<file path="src/verilog/region_map_pkg.sv">
/*
 * Package of the region attribute map: window bounds, region classes
 * and the default installed-memory limit.
 * Assumes 32-bit physical addresses and a single system clock.
 */
package region_map_pkg;

	localparam int ADDR_W = 32;

	// ---------------------------------------------------------------
	// Window bounds
	// ---------------------------------------------------------------
	localparam logic [31:0] LOW_MAIN_BASE = 32'h0000_0000;
	localparam logic [31:0] LOW_MAIN_LAST = 32'h0009_FFFF;
	localparam logic [31:0] VIDEO_BASE = 32'h000A_0000;
	localparam logic [31:0] VIDEO_LAST = 32'h000B_FFFF;
	localparam logic [31:0] OPTROM_BASE = 32'h000C_0000;
	localparam logic [31:0] OPTROM_LAST = 32'h000D_FFFF;
	localparam logic [31:0] SYSFW_BASE = 32'h000E_0000;
	localparam logic [31:0] SYSFW_LAST = 32'h000F_FFFF;
	localparam logic [31:0] EXT_MAIN_BASE = 32'h0010_0000;
	localparam logic [31:0] EXT_MAIN_LAST = 32'hFEBF_FFFF;
	localparam logic [31:0] IO_UNIT_BASE = 32'hFEC0_0000;
	localparam logic [31:0] IO_UNIT_LAST = 32'hFECF_FFFF;
	localparam logic [31:0] RSVD_LO_BASE = 32'hFED0_0000;
	localparam logic [31:0] RSVD_LO_LAST = 32'hFEDF_FFFF;
	localparam logic [31:0] LOCAL_UNIT_BASE = 32'hFEE0_0000;
	localparam logic [31:0] LOCAL_UNIT_LAST = 32'hFEEF_FFFF;
	localparam logic [31:0] RSVD_HI_BASE = 32'hFEF0_0000;
	localparam logic [31:0] RSVD_HI_LAST = 32'hFFFD_FFFF;
	localparam logic [31:0] INIT_FW_BASE = 32'hFFFE_0000;

	// Default installed-memory limit: the whole extended range
	localparam logic [31:0] MEM_LIMIT_RST = EXT_MAIN_LAST;

	typedef enum logic [3:0] {
		REG_LOW_MAIN = 4'h0,
		REG_VIDEO = 4'h1,
		REG_OPTROM = 4'h2,
		REG_SYSFW = 4'h3,
		REG_EXT_MAIN = 4'h4,
		REG_MMIO_TOP = 4'h5,
		REG_IO_UNIT = 4'h6,
		REG_RSVD_LO = 4'h7,
		REG_LOCAL_UNIT = 4'h8,
		REG_RSVD_HI = 4'h9,
		REG_INIT_FW = 4'hA
	} region_e;

endpackage
</file>
<file path="src/verilog/region_if.sv">
/*
 * Interface between the attribute map top and its address decoder.
 * Assumes the decoder is purely combinational.
 */
`timescale 1ns/1ps
`default_nettype none
interface region_if;
	import region_map_pkg::*;
	logic [ADDR_W-1:0] addr;
	logic [ADDR_W-1:0] mem_limit;
	logic rsvd_cacheable;
	logic init_cacheable;
	region_e region;
	logic shared;
	logic cacheable;

	modport decoder (
		input addr, mem_limit, rsvd_cacheable, init_cacheable,
		output region, shared, cacheable
	);
	modport user (
		output addr, mem_limit, rsvd_cacheable, init_cacheable,
		input region, shared, cacheable
	);
endinterface
`default_nettype wire

</file>
<file path="src/verilog/memory_region_attribute_map.sv">
/*
 * Region attribute map with external-cache coherency controls.
 * Classifies each request one cycle after it is presented and issues
 * flush, write-back and snoop-invalidate strobes to the external caches.
 * Assumes requesters and caches run on ref_clk; no software registers.
 */
// Notes on behaviour
// - Interrupt-unit windows sit at fixed default bases, I/O and local.
// - I/O interrupt window is shared by all processors and never cached.
// - Local interrupt window goes to the issuer's unit, private, uncached.
// - Video buffer window is shared and uncached.
// - Add-on firmware window is shared and cacheable.
// - Extended memory from 1 MB to installed limit is shared and cacheable.
// - Both reserved device windows are shared; cacheability is a strap.
// - Memory-mapped device space is shared unless one exists per processor.
// - Memory starts at zero contiguously; devices sit at the top.
// - Caches stay coherent with each other, memory and DMA masters.
// - Processor flush and write-back cycles are passed to caches.
// - A flush only targets the issuing processor's cache.
// - Locked operations bypass caches so all processors see them.
// - Writes leave in exactly the order they were issued.
`timescale 1ns/1ps
`default_nettype none
module memory_region_attribute_map
	import region_map_pkg::*;
#(
	parameter int NUM_CPU = 4,
	parameter int CPU_W = 2
) (
	input wire logic ref_clk, // System clock, 40 MHz
	input wire logic sys_rst, // Async reset, active high
	input wire logic req_valid, // Access presented this cycle
	input wire logic [ADDR_W-1:0] req_addr, // Physical address
	input wire logic [CPU_W-1:0] req_cpu, // Issuing processor
	input wire logic req_write, // Access is a write
	input wire logic req_locked, // Bus-lock held for this access
	input wire logic req_dma, // Issued by a DMA master
	input wire logic flush_cycle, // Processor flush bus cycle
	input wire logic wb_cycle, // Processor write-back bus cycle
	input wire logic [ADDR_W-1:0] mem_limit, // Last installed byte
	input wire logic rsvd_cacheable, // Reserved windows may be cached
	input wire logic init_cacheable, // Init firmware may be cached
	output logic attr_valid, // Attributes valid
	output region_e attr_region, // Region class
	output logic attr_shared, // Shared by all processors
	output logic attr_cacheable, // Cacheable for this access
	output logic attr_write, // Access is a write
	output logic [ADDR_W-1:0] attr_addr, // Address of the access
	output logic [NUM_CPU-1:0] local_unit_sel, // Local unit target
	output logic [NUM_CPU-1:0] cache_flush, // Flush strobe per cache
	output logic [NUM_CPU-1:0] cache_wback, // Write-back per cache
	output logic [NUM_CPU-1:0] snoop_inval, // Invalidate per cache
	output logic [ADDR_W-1:0] snoop_addr // Line to invalidate
);

	// Elaboration check: every processor needs an index on req_cpu
	if (NUM_CPU < 1 || CPU_W < 1 || NUM_CPU > (1 << CPU_W)) begin : g_bad_cpu
		$error("NUM_CPU does not fit CPU_W");
	end

	// ---------------------------------------------------------------
	// Decode
	// ---------------------------------------------------------------
	region_if rif ();

	assign rif.addr = req_addr;
	assign rif.mem_limit = mem_limit;
	assign rif.rsvd_cacheable = rsvd_cacheable;
	assign rif.init_cacheable = init_cacheable;

	region_decoder u_dec (
		.rif(rif)
	);

	logic [NUM_CPU-1:0] cpu_onehot;
	always_comb begin
		cpu_onehot = '0;
		cpu_onehot[req_cpu] = 1'b1;
	end

	// ---------------------------------------------------------------
	// Attribute stage
	// ---------------------------------------------------------------
	// A single in-order stage keeps writes in issue order; no buffering
	// means no reordering hazard, at the cost of no write posting.
	always_ff @(posedge ref_clk or posedge sys_rst) begin
		if (sys_rst) begin
			attr_valid <= 1'b0;
			attr_region <= REG_LOW_MAIN;
			attr_shared <= 1'b0;
			attr_cacheable <= 1'b0;
			attr_write <= 1'b0;
			attr_addr <= '0;
		end else begin
			attr_valid <= req_valid;
			attr_write <= req_write;
			attr_addr <= req_addr;
			attr_region <= rif.region;
			attr_shared <= rif.shared;
			// Locked traffic goes to memory so every processor sees it
			attr_cacheable <= rif.cacheable && !req_locked;
		end
	end

	always_ff @(posedge ref_clk or posedge sys_rst) begin
		if (sys_rst) begin
			local_unit_sel <= '0;
		end else if (req_valid && rif.region == REG_LOCAL_UNIT) begin
			local_unit_sel <= cpu_onehot;
		end else begin
			local_unit_sel <= '0;
		end
	end

	// ---------------------------------------------------------------
	// Cache coherency strobes
	// ---------------------------------------------------------------
	always_ff @(posedge ref_clk or posedge sys_rst) begin
		if (sys_rst) begin
			cache_flush <= '0;
			cache_wback <= '0;
		end else begin
			cache_flush <= flush_cycle ? cpu_onehot : '0;
			cache_wback <= wb_cycle ? cpu_onehot : '0;
		end
	end

	// Writes into cacheable shared space invalidate every other copy;
	// a DMA write has no cache of its own, so all caches are hit.
	logic snoop_hit;
	assign snoop_hit = req_valid && req_write && rif.cacheable;

	always_ff @(posedge ref_clk or posedge sys_rst) begin
		if (sys_rst) begin
			snoop_inval <= '0;
			snoop_addr <= '0;
		end else begin
			snoop_addr <= req_addr;
			if (!snoop_hit) begin
				snoop_inval <= '0;
			end else if (req_dma) begin
				snoop_inval <= '1;
			end else begin
				snoop_inval <= ~cpu_onehot;
			end
		end
	end
endmodule
`default_nettype wire

</file>
<file path="src/verilog/region_decoder.sv">
/*
 * Combinational address decoder: one region class and its attributes.
 * Assumes mem_limit lies inside the extended main-memory range.
 */
`timescale 1ns/1ps
`default_nettype none
module region_decoder
	import region_map_pkg::*;
(
	region_if.decoder rif // Address in, attributes out
);

	function automatic logic in_win(input logic [31:0] a,
		input logic [31:0] lo, input logic [31:0] hi);
		in_win = (a >= lo) && (a <= hi);
	endfunction

	// Interrupt-controller windows are tested first so they always win
	always_comb begin
		rif.region = REG_MMIO_TOP;
		rif.shared = 1'b1;
		rif.cacheable = 1'b0;
		if (in_win(rif.addr, IO_UNIT_BASE, IO_UNIT_LAST)) begin
			rif.region = REG_IO_UNIT;
		end else if (in_win(rif.addr, LOCAL_UNIT_BASE,
			LOCAL_UNIT_LAST)) begin
			rif.region = REG_LOCAL_UNIT;
			rif.shared = 1'b0;
		end else if (in_win(rif.addr, RSVD_LO_BASE, RSVD_LO_LAST)) begin
			rif.region = REG_RSVD_LO;
			rif.cacheable = rif.rsvd_cacheable;
		end else if (in_win(rif.addr, RSVD_HI_BASE, RSVD_HI_LAST)) begin
			rif.region = REG_RSVD_HI;
			rif.cacheable = rif.rsvd_cacheable;
		end else if (rif.addr >= INIT_FW_BASE) begin
			rif.region = REG_INIT_FW;
			rif.cacheable = rif.init_cacheable;
		end else if (in_win(rif.addr, LOW_MAIN_BASE, LOW_MAIN_LAST)) begin
			rif.region = REG_LOW_MAIN;
			rif.cacheable = 1'b1;
		end else if (in_win(rif.addr, VIDEO_BASE, VIDEO_LAST)) begin
			rif.region = REG_VIDEO;
		end else if (in_win(rif.addr, OPTROM_BASE, OPTROM_LAST)) begin
			rif.region = REG_OPTROM;
			rif.cacheable = 1'b1;
		end else if (in_win(rif.addr, SYSFW_BASE, SYSFW_LAST)) begin
			rif.region = REG_SYSFW;
			rif.cacheable = 1'b1;
		end else if (rif.addr <= rif.mem_limit) begin
			rif.region = REG_EXT_MAIN;
			rif.cacheable = 1'b1;
		end else begin
			// Above installed memory: shared device space, uncached
			rif.region = REG_MMIO_TOP;
		end
	end

endmodule
`default_nettype wire

</file>
<file path="config.mk">
export PLATFORM = sky130hd
export DESIGN_NAME = memory_region_attribute_map
export DESIGN_NICKNAME = d
export VERILOG_FILES = /design/src/verilog/region_map_pkg.sv /design/src/verilog/region_if.sv /design/src/verilog/memory_region_attribute_map.sv /design/src/verilog/region_decoder.sv
export SDC_FILE = /design/constraint.sdc
export NUM_CORES = 1
export LEC_CHECK = 0
export BUFFER_PORTS_ARGS = -buffer_cell sky130_fd_sc_hd__buf_2
export CORE_MARGIN = 4
export CORE_UTILIZATION = 35
export DETAILED_ROUTE_END_ITERATION = 8
export PLACE_DENSITY_LB_ADDON = 0.12
export SETUP_SLACK_MARGIN = 0.02
export SYNTH_ARGS = -nofsm -noshare
export SYNTH_HDL_FRONTEND = slang
export SYNTH_SLANG_ARGS = --single-unit
</file>
<file path="constraint.sdc">
create_clock -name ref_clk -period 1.72 [get_ports ref_clk]
set_clock_uncertainty 0.15 [all_clocks]
set_input_delay 0.344 -clock ref_clk [delete_from_list [all_inputs] [get_ports ref_clk]]
set_output_delay 0.344 -clock ref_clk [all_outputs]
set_load 0.02 [all_outputs]
</file>
==> summary.md, run 1 <==
| Metric | Value |
|---|---|
| Setup crit start kind | `primary input` |
| Cts bufs inserted | `5` |
| Count leader, synth | `dfrtp_1` |
| Setup TNS Final | `-1.482 ns` |
| Most used DFF post-synth | `dfrtp_1` |
| Syn_nets | `384` |
| First-pass GRT wire length | `12.61 mm` |
| # diodes | `0` |
| Crit path DAT | `2.07 ns` |
| # clock sinks | `56` |
| Most used cell, CP | `o21a_1` |
| Vias in the first global route | `2646` |
| Top cells by area, synth | `dfrtp_1 (49%), ha_1 (14%), buf_4 (8.4%)` |
| Final period utilization | `117.4%` |
| Hold Path Depth | `1` |
| Syn Area/Cell | `10.42 sq um` |
| WS Path Type | `primary input to flop` |
| PortBufs | `163` |
| H-tree Lvls | `2` |
| Max FO, Critical Path | `4` |
| Top post-synthesis cells by count | `dfrtp_1 (56), inv_1 (37), buf_4 (32), ha_1 (32), nor2_1 (16)` |
| Hold Path Class | `primary input to flop` |
| Tot Pwr | `0.002891 W` |
| Via count | `2597` |
| Top-area cell type share of the netlist area | `48.72%` |
| Tmin final | `2.019 ns` |
| NumNets Final | `571` |
| DRT Wirelength | `7.802 mm` |
| Area grow syn2layout | `53.20%` |
| Max-Cap Viols | `0` |
| Fmax | `495.2 MHz` |
| Largest area contributor in the netlist | `dfrtp_1` |
| GPL Wtd Cong | `0.8160` |
| Worst-Margin Slew | `0.4299 ns` |
| Largest net degree at the start of global routing | `35` |
| Final setup fails | `9` |
| Initial antenna violation count | `0` |
| Stages on worst setup path | `10` |
| Die H | `98.66 um` |
| Layout cell share with drive strength beyond 1 | `52.16%` |
| Critical Path RT | `1.77 ns` |
| Sequential-to-total area share from yosys stat | `48.72%` |
| Slowest cell on the critical path | `nor4_2` |
| Total congestion overflow | `0` |
| Via density | `4.588` |
| Final WS setup | `-0.2993 ns` |
| Outcome | `complete, but fails checks` |
| Routed len/inst | `13.78 um` |
| Core region area | `7848 sq um` |
| Final slew viol count | `0` |
| # IOs | `164` |
| HPWL after DPL | `6.226 mm` |
| Element type at the critical path end | `flop` |
| Count of final hold-check violations | `0` |
| Cell chain of the critical path | `buf_8 -> ha_4 -> nand4_1 -> nor4_2 -> buf_4 -> nor3b_2 -> o21ai_1 -> o22a_1 -> o21a_1 -> o21a_1` |
| Worst Path Buf+Inv | `2` |
| Yosys reg bits | `56` |
| Placed Cells | `542` |
| Total GRT Usage | `16.00%` |
| Detailed Route Iter0 Violations | `40` |
| Synth warnings | `0` |
| DR pass1 iterations | `4` |
| # rows | `32` |
| Routed Antenna Nets | `0` |
| Initial Utilization | `36.65%` |
| Synth async-reset ratio | `100.0%` |
| CTS tree | `built` |
| Die X | `98.66 um` |
| Number of distinct library cells after synthesis | `37` |
| Layout Cells excl Fill | `566` |
| Violated checks | `setup timing` |
| Power Dens Cells | `655.9 nW/um^2` |
| Cell count after synthesis | `276` |
| Worst-path clk slew | `0.11 ns` |
| Synthesized area | `2877 sq um` |
| Drc violations | `0` |
| Clk buf depth | `2` |
| EDFF count, synth | `0` |
| Root Buffer | `clkbuf_8` |
| Critical path's top delay family | `compound AO/OA/AOI/OAI gates` |
| RSZ-0062 raised after global routing | `true` |
| Crit-path max cell delay | `0.28 ns` |
| Max VDD drop | `349.0 uV` |
| Die ar. | `9733 sq um` |
| Slew headroom | `71.34%` |
| Leakage | `2.339 nW` |
routing by layer:
layer | vias to the layer above | share of wire [%] | track usage (%)
li1 | 1296 | - | -
met1 | 1189 | 40 | 19.07
met2 | 104 | 51 | 28.60
met3 | 8 | 8.3 | 4.176
met4 | 0 | 1.2 | 4.097
met5 | - | 0 | 0
area by class of cell:
cell class	instances	area [sq um]
Clock buffer	5	68.82
Inverter	37	145.1
Sequential cell	56	1401
Clock inverter	3	25.02
Timing Repair Buffer	214	1374
Tap cell	102	127.6
Fill cell	750	3441
Multi-Input combinational cell	149	1265
power breakdown:
| part | total [W] | internal, W | switching, W | leakage, nW |
|---|---|---|---|---|
| Clock | 0.000753 | 0.000298 | 0.000455 | 0.0452 |
| Combinational | 0.000741 | 0.000337 | 0.000404 | 1.61 |
| Sequential | 0.00140 | 0.00137 | 0.0000223 | 0.684 |
logic make-up (layout without fill, tap and decap cells):
logic type,count (synthesis),count (layout),synth area share [%]
fa+ha+maj,32,32,13.92
compound gates,48,48,10.57
buf+inv,71,259,13.70
simple gates,69,69,13.09
flops,56,56,48.72
cells in the final DEF (no fill, tap or decap), types with 6 or more instances in the layout:
cell,n
buf_2,144
dfrtp_1,56
buf_4,35
inv_1,28
ha_1,22
buf_6,16
nor2_1,15
dlygate4sd3_1,15
nand2_1,14
a21oi_1,14
ha_4,10
nand4_1,9
o21ai_0,9
inv_2,7
nand3_1,6
worst paths after layout:
path                         startpoint  slack [ns]              to
max in group asynchronous       sys_rst        0.56  cache_flush[1]
min                           req_valid        0.02      attr_valid
min in group asynchronous       sys_rst        0.49  snoop_addr[31]
max                        req_addr[25]       -0.30  snoop_inval[2]
timing repair:
| action | CTS | global route |
|---|---|---|
| endpoints found under the hold margin | 31 | 5 |
| hold buffers | 10 | 5 |
| pin swaps | 13 | 17 |
| endpoints found under the setup margin | 11 | 10 |
| setup buffers | 2 | 1 |
| gates resized for setup | 40 | 23 |
metrics by stage:
stage	hold slack (ns)	worst slack (ns)	instance area, sq um	util, %
floorplan	0.2254	-0.4117	2898	-
global placement	0.2785	-0.6651	3845	49.00
detailed placement	0.2926	-0.6687	3845	49.00
CTS	0.0006450	-0.2956	4273	54.45
global route	0.003991	-0.3541	4407	56.15
finish	0.01764	-0.2993	4407	56.15
registers in the layout, indices dropped and copies added (netlist names):
name	count
snoop_inval	4
local_unit_sel	4
attr_region	4
attr_cacheable	1
attr_valid	1
cache_wback	4
snoop_addr	32
cache_flush	4
attr_shared	1
attr_write	1
Note: power is estimated with default switching activity, not from simulation.
==> inputs of run 2 (changes only) <==
--- a/config.mk
+++ b/config.mk
@@ -9,6 +9,7 @@
 export CORE_MARGIN = 4
 export CORE_UTILIZATION = 35
 export DETAILED_ROUTE_END_ITERATION = 8
+export MAX_ROUTING_LAYER = met4
 export PLACE_DENSITY_LB_ADDON = 0.12
 export SETUP_SLACK_MARGIN = 0.02
 export SYNTH_ARGS = -nofsm -noshare
==> run 2 against run 1 <==
Against the previous run:
- the run still ends with setup timing left
- setup slack got worse by 0.0013 ns
- via count unchanged
- combinational power barely moved
- sequential share of layout area stayed put
- wire length barely moved
- cell count unchanged
- cell area stayed put
- core utilization did not move
- non-clock buffer count did not move
- clock-buffer cell count stayed put
- first-iteration DRC count up 18%
- die area stayed put
- largest power group unchanged
- highest routed layer unchanged
==> summary.md, run 2 (synthesis results as in run 1) <==
| Metric | Value |
|---|---|
| Outcome | `complete, but fails checks` |
| Violated checks | `setup timing` |
| Critical path startpoint | `req_addr[25]` |
| Commonest cells after routing, fill and taps aside | `buf_2 (144), dfrtp_1 (56), buf_4 (35)` |
| Finished Cell Area | `4407 sq um` |
| DRT Wirelength | `7.801 mm` |
| Power Dens Cells | `656.0 nW/um^2` |
| Layout cell share with drive strength beyond 1 | `52.16%` |
| Setup crit start kind | `primary input` |
| NumNets Final | `571` |
| Total congestion overflow | `0` |
| Routed Antenna Nets | `0` |
| Max FO, Critical Path | `4` |
| Die H | `98.66 um` |
| First-pass GRT wire length | `12.63 mm` |
| Comb pwr share | `25.6%` |
| Net Switching | `0.0008814 W` |
| Critical path's top delay family | `compound AO/OA/AOI/OAI gates` |
| Initial antenna violation count | `0` |
| Element type at the critical path end | `flop` |
| PortBufs | `163` |
| Via count | `2597` |
| # clock sinks | `56` |
| Sw Share | `30.49%` |
| Total GRT Usage | `16.49%` |
| Commonest non-fill, non-tap cell in the layout | `buf_2` |
| Cell chain of the critical path | `buf_8 -> ha_4 -> nand4_1 -> nor4_2 -> buf_4 -> nor3b_2 -> o21ai_1 -> o22a_1 -> o21a_1 -> o21a_1` |
| Final WS setup | `-0.3006 ns` |
| Clk buf depth | `2` |
| Cts bufs inserted | `5` |
| Initial Utilization | `36.65%` |
| Tmin final | `2.021 ns` |
| Crit-path max cell delay | `0.28 ns` |
| Leakage | `2.339 nW` |
| # diodes | `0` |
| Most flop-heavy register | `snoop_addr` |
| Cell Int Power | `0.002009 W` |
| Final period utilization | `117.5%` |
| Crit path DAT | `2.07 ns` |
| Routed len/inst | `13.78 um` |
| Max-Cap Viols | `0` |
| Slew headroom | `71.34%` |
| Via density | `4.588` |
| Place WS | `-0.6687 ns` |
| H-tree Lvls | `2` |
| Critical Path RT | `1.77 ns` |
| Hold Path Class | `primary input to flop` |
| Drc violations | `0` |
| Stages on worst setup path | `10` |
| Worst Path Buf+Inv | `2` |
| Clk pwr share | `26.1%` |
| Die ar. | `9733 sq um` |
| Worst-path clk slew | `0.11 ns` |
| Core region area | `7848 sq um` |
| Hold WS | `0.01765 ns` |
| Largest net degree at the start of global routing | `35` |
| Max VDD drop | `349.0 uV` |
| DR pass1 iterations | `4` |
| Max reg flops | `32` |
| Die X | `98.66 um` |
| Final slew viol count | `0` |
| Final setup fails | `9` |
| Root Buffer | `clkbuf_8` |
| DP Area | `3845 sq um` |
| # rows | `32` |
| # IOs | `164` |
| Reg power frac | `48.3%` |
| Vias in the first global route | `2644` |
| Slowest cell on the critical path | `nor4_2` |
| Detailed Route Iter0 Violations | `47` |
| Most used cell, CP | `o21a_1` |
| RSZ-0062 raised after global routing | `true` |
| Fmax | `494.9 MHz` |
| CTS tree | `built` |
| Worst setup endpoint | `snoop_inval[2]` |
| GPL Wtd Cong | `0.8281` |
| Area grow syn2layout | `53.20%` |
| HPWL after DPL | `6.226 mm` |
| Count of final hold-check violations | `0` |
| WS Path Type | `primary input to flop` |
| Worst-Margin Slew | `0.4299 ns` |
## run 2: cell counts in the layout (fill, tap and decap cells not counted)
Identical to the previous run, type by type.
## run 2: per-stage QoR
step           std cells  power (W)  util, %  TNS (ns)
6_report             566   0.002891    56.15    -1.489
5_1_grt              566   0.003070    56.15    -2.043
4_1_cts              562   0.002907    54.45    -1.629
3_5_place_dp         542   0.002071    49.00    -6.062
3_3_place_gp         542   0.002064    49.00    -5.917
2_1_floorplan        276   0.001805        -    -2.554
## run 2: area by class of cell
cell class | count | area [sq um]
Tap cell | 102 | 127.6
Timing Repair Buffer | 214 | 1374
Clock inverter | 3 | 25.02
Sequential cell | 56 | 1401
Fill cell | 750 | 3441
Inverter | 37 | 145.1
Multi-Input combinational cell | 149 | 1265
Clock buffer | 5 | 68.82
## run 2: per-layer routing
layer	global-route usage, %	share of wire [%]
met1	19.39	40
met2	28.55	51
met3	3.822	8.0
met4	4.097	1.2
met5	-	0
## run 2: power by group through the flow
stage | clock, W | sequential [W] | combinational, W
6_report | 0.000753 | 0.00140 | 0.000741
3_5_place_dp | 0 | 0.00142 | 0.000648
3_3_place_gp | 0 | 0.00142 | 0.000641
2_1_floorplan | 0 | 0.00150 | 0.000303
4_1_cts | 0.000792 | 0.00140 | 0.000717
5_1_grt | 0.000846 | 0.00141 | 0.000818
## run 2: how the worst min path moves through the flow
stage	startpoint	endpoint	slack (ns)	cells after the start
after floorplan	req_valid	attr_valid	0.23	0
after global placement	sys_rst	snoop_addr[15]	0.28	3
after detailed placement	sys_rst	snoop_addr[13]	0.29	3
after CTS	req_addr[2]	snoop_addr[2]	0.0006	1
after global routing	req_valid	attr_valid	0.002	1
final	req_valid	attr_valid	0.02	1
## run 2: timing repair
action / in CTS / in global routing
resized for setup: 40 / 23
endpoints found under the hold margin: 31 / 5
buffers inserted: 2 / 1
hold buffers: 10 / 5
pin swaps: 13 / 17
setup endpoints to repair: 11 / 10
==> inputs of run 3 (changes only) <==
--- a/config.mk
+++ b/config.mk
@@ -6,11 +6,13 @@
 export NUM_CORES = 1
 export LEC_CHECK = 0
 export BUFFER_PORTS_ARGS = -buffer_cell sky130_fd_sc_hd__buf_2
+export CELL_PAD_IN_SITES_DETAIL_PLACEMENT = 0
+export CELL_PAD_IN_SITES_GLOBAL_PLACEMENT = 1
 export CORE_MARGIN = 4
-export CORE_UTILIZATION = 35
+export CORE_UTILIZATION = 29
 export DETAILED_ROUTE_END_ITERATION = 8
 export MAX_ROUTING_LAYER = met4
-export PLACE_DENSITY_LB_ADDON = 0.12
+export PLACE_DENSITY = 0.81
 export SETUP_SLACK_MARGIN = 0.02
 export SYNTH_ARGS = -nofsm -noshare
 export SYNTH_HDL_FRONTEND = slang
==> constraint.sdc (replaced) <==
create_clock -name ref_clk -period 1.8 [get_ports ref_clk]
set_clock_uncertainty 0.15 [all_clocks]
set_input_delay 0.36 -clock ref_clk [delete_from_list [all_inputs] [get_ports ref_clk]]
set_output_delay 0.36 -clock ref_clk [all_outputs]
set_load 0.02 [all_outputs]
==> run 3 against run 2 <==
Against the previous run:
- the flow still finishes with violations (setup timing)
- core utilization fell by 10 points
- sequential share of layout area is 0.61 points lower
- first-iteration DRC count grew 100%
- non-clock buffer count decreased by 6
- wire length up 6.4%
- total power is 3.3% lower
- sequential power decreased by 5%
==> summary.md, run 3 (synthesis results as in run 1) <==
| Metric | Value |
|---|---|
| Final setup fails | `6` |
| Commonest non-fill, non-tap cell in the layout | `buf_2` |
| Root Buffer | `clkbuf_8` |
| # diodes | `0` |
| Fillers | `935` |
| DR pass1 iterations | `6` |
| Place WS | `-0.7006 ns` |
| Count of final hold-check violations | `0` |
| Finished Cell Area | `4493 sq um` |
| Vias in the first global route | `2601` |
| Worst-Margin Slew | `0.3149 ns` |
| Power Dens Cells | `622.2 nW/um^2` |
| Die ar. | `11580 sq um` |
| WS Path Type | `primary input to flop` |
| Hold WS | `0.01804 ns` |
| Max reg flops | `32` |
| Final period utilization | `116.2%` |
| Crit path DAT | `2.15 ns` |
| RSZ-0062 raised after global routing | `true` |
| Final WS setup | `-0.2918 ns` |
| Routed len/inst | `14.05 um` |
| Max VDD drop | `328.3 uV` |
| Routed Antenna Nets | `0` |
| H-tree Lvls | `2` |
| Via density | `4.415` |
| Via count | `2609` |
| Met1 WL | `3.384 mm` |
| NumNets Final | `565` |
| Most flop-heavy register | `snoop_addr` |
| Max-Cap Viols | `0` |
| Fmax | `478.1 MHz` |
| Detailed Route Iter0 Violations | `96` |
| Area grow syn2layout | `56.20%` |
| Critical Path RT | `1.86 ns` |
| DP Area | `3851 sq um` |
| DRT Wirelength | `8.302 mm` |
| Slew headroom | `78.92%` |
| Leakage | `2.335 nW` |
| Drc violations | `0` |
| Total GRT Usage | `14.02%` |
| Tmin final | `2.092 ns` |
| Hold Path Class | `primary input to flop` |
| Routed wl met3 | `540 um` |
| Register area | `1401 sq um` |
| Die H | `107.6 um` |
| Violated checks | `setup timing` |
| Largest net degree at the start of global routing | `55` |
| Layout cell share with drive strength beyond 1 | `55.02%` |
| Clk buf depth | `2` |
| # IOs | `164` |
| Outcome | `complete, but fails checks` |
| Core region area | `9729 sq um` |
| # rows | `36` |
| CTS tree | `built` |
| Initial antenna violation count | `0` |
| Cts bufs inserted | `5` |
| Total congestion overflow | `0` |
| Core Util, Final | `46.18%` |
| PortBufs | `163` |
| Commonest cells after routing, fill and taps aside | `buf_2 (145), dfrtp_1 (56), buf_4 (33)` |
| Die X | `107.6 um` |
| Multi-input logic area | `1371 sq um` |
| Max FO, Critical Path | `4` |
| Initial Utilization | `29.57%` |
| GPL Wtd Cong | `0.7557` |
| Final slew viol count | `0` |
| Setup crit start kind | `primary input` |
| # clock sinks | `56` |
| Metal2 WL | `4.166 mm` |
| First-pass GRT wire length | `12.39 mm` |
| Top sig layer | `met4` |
| HPWL after DPL | `6.381 mm` |
| Element type at the critical path end | `flop` |
| Worst-path clk slew | `0.11 ns` |
==> run 3: changes by cell type in the layout (fill, tap and decap cells not counted), moves of 3 or more <==
cell,change
inv_2,+3
dlygate4sd3_1,-5
inv_1,-3
ha_4,+5
ha_1,-5
==> run 3: layout make-up <==
| cell class | count | share of cell area, % |
|---|---|---|
| multi-input combinational | 149 | 30.52 |
| sequential | 56 | 31.19 |
| timing repair buffer | 208 | 29.27 |
| clock inverter | 3 | 0.5569 |
| inverter | 37 | 3.230 |
| clock buffer | 5 | 1.532 |
| tap | 133 | 3.704 |
==> run 3: worst paths after layout <==
path / to / start / slack (ns) / cells past startpoint
worst max-delay path: snoop_inval[0] / req_addr[29] / -0.29 / 9
worst min-delay path: snoop_addr[0] / req_addr[0] / 0.02 / 1
min in group asynchronous: snoop_addr[12] / sys_rst / 0.31 / 3
max in group asynchronous: snoop_addr[18] / sys_rst / 0.71 / 4
==> run 3: metrics by stage <==
| stage | std cells | setup TNS (ns) | power, W |
|---|---|---|---|
| 5_1_grt | 591 | -1.726 | 0.002971 |
| 4_1_cts | 587 | -1.307 | 0.002778 |
| 6_report | 591 | -1.412 | 0.002795 |
| 2_1_floorplan | 276 | -1.914 | 0.001725 |
| 3_3_place_gp | 567 | -5.494 | 0.001971 |
| 3_5_place_dp | 567 | -6.059 | 0.001983 |
==> run 3: critical path, stage by stage <==
cell     delay [ns]
buf_8          0.10
ha_4           0.26
nand4_1        0.17
nor4_4         0.35
nor3b_2        0.21
o21ai_1        0.08
o22a_1         0.26
o21a_1         0.24
o31a_1         0.12
==> run 3: per-layer routing <==
layer / vias up / track usage (%)
met5: - / -
met3: 11 / 2.519
li1: 1282 / -
met1: 1201 / 16.31
met2: 115 / 24.56
met4: 0 / 4.418
==> run 3: power breakdown <==
group          total, W  switching (W)  internal [W]  leakage [nW]
clock          0.000723       0.000438      0.000285        0.0452
sequential      0.00133      0.0000215       0.00131         0.684
combinational  0.000738       0.000406      0.000332          1.61
total           0.00280       0.000866       0.00193          2.33
==> run 3: timing repair <==
item                       in CTS  in global routing
hold buffers                    7                  3
setup endpoints to repair      10                 10
gates resized for setup        29                 50
hold endpoints to repair        8                  3
setup buffers                   5                  2
pin swaps                      14                 21
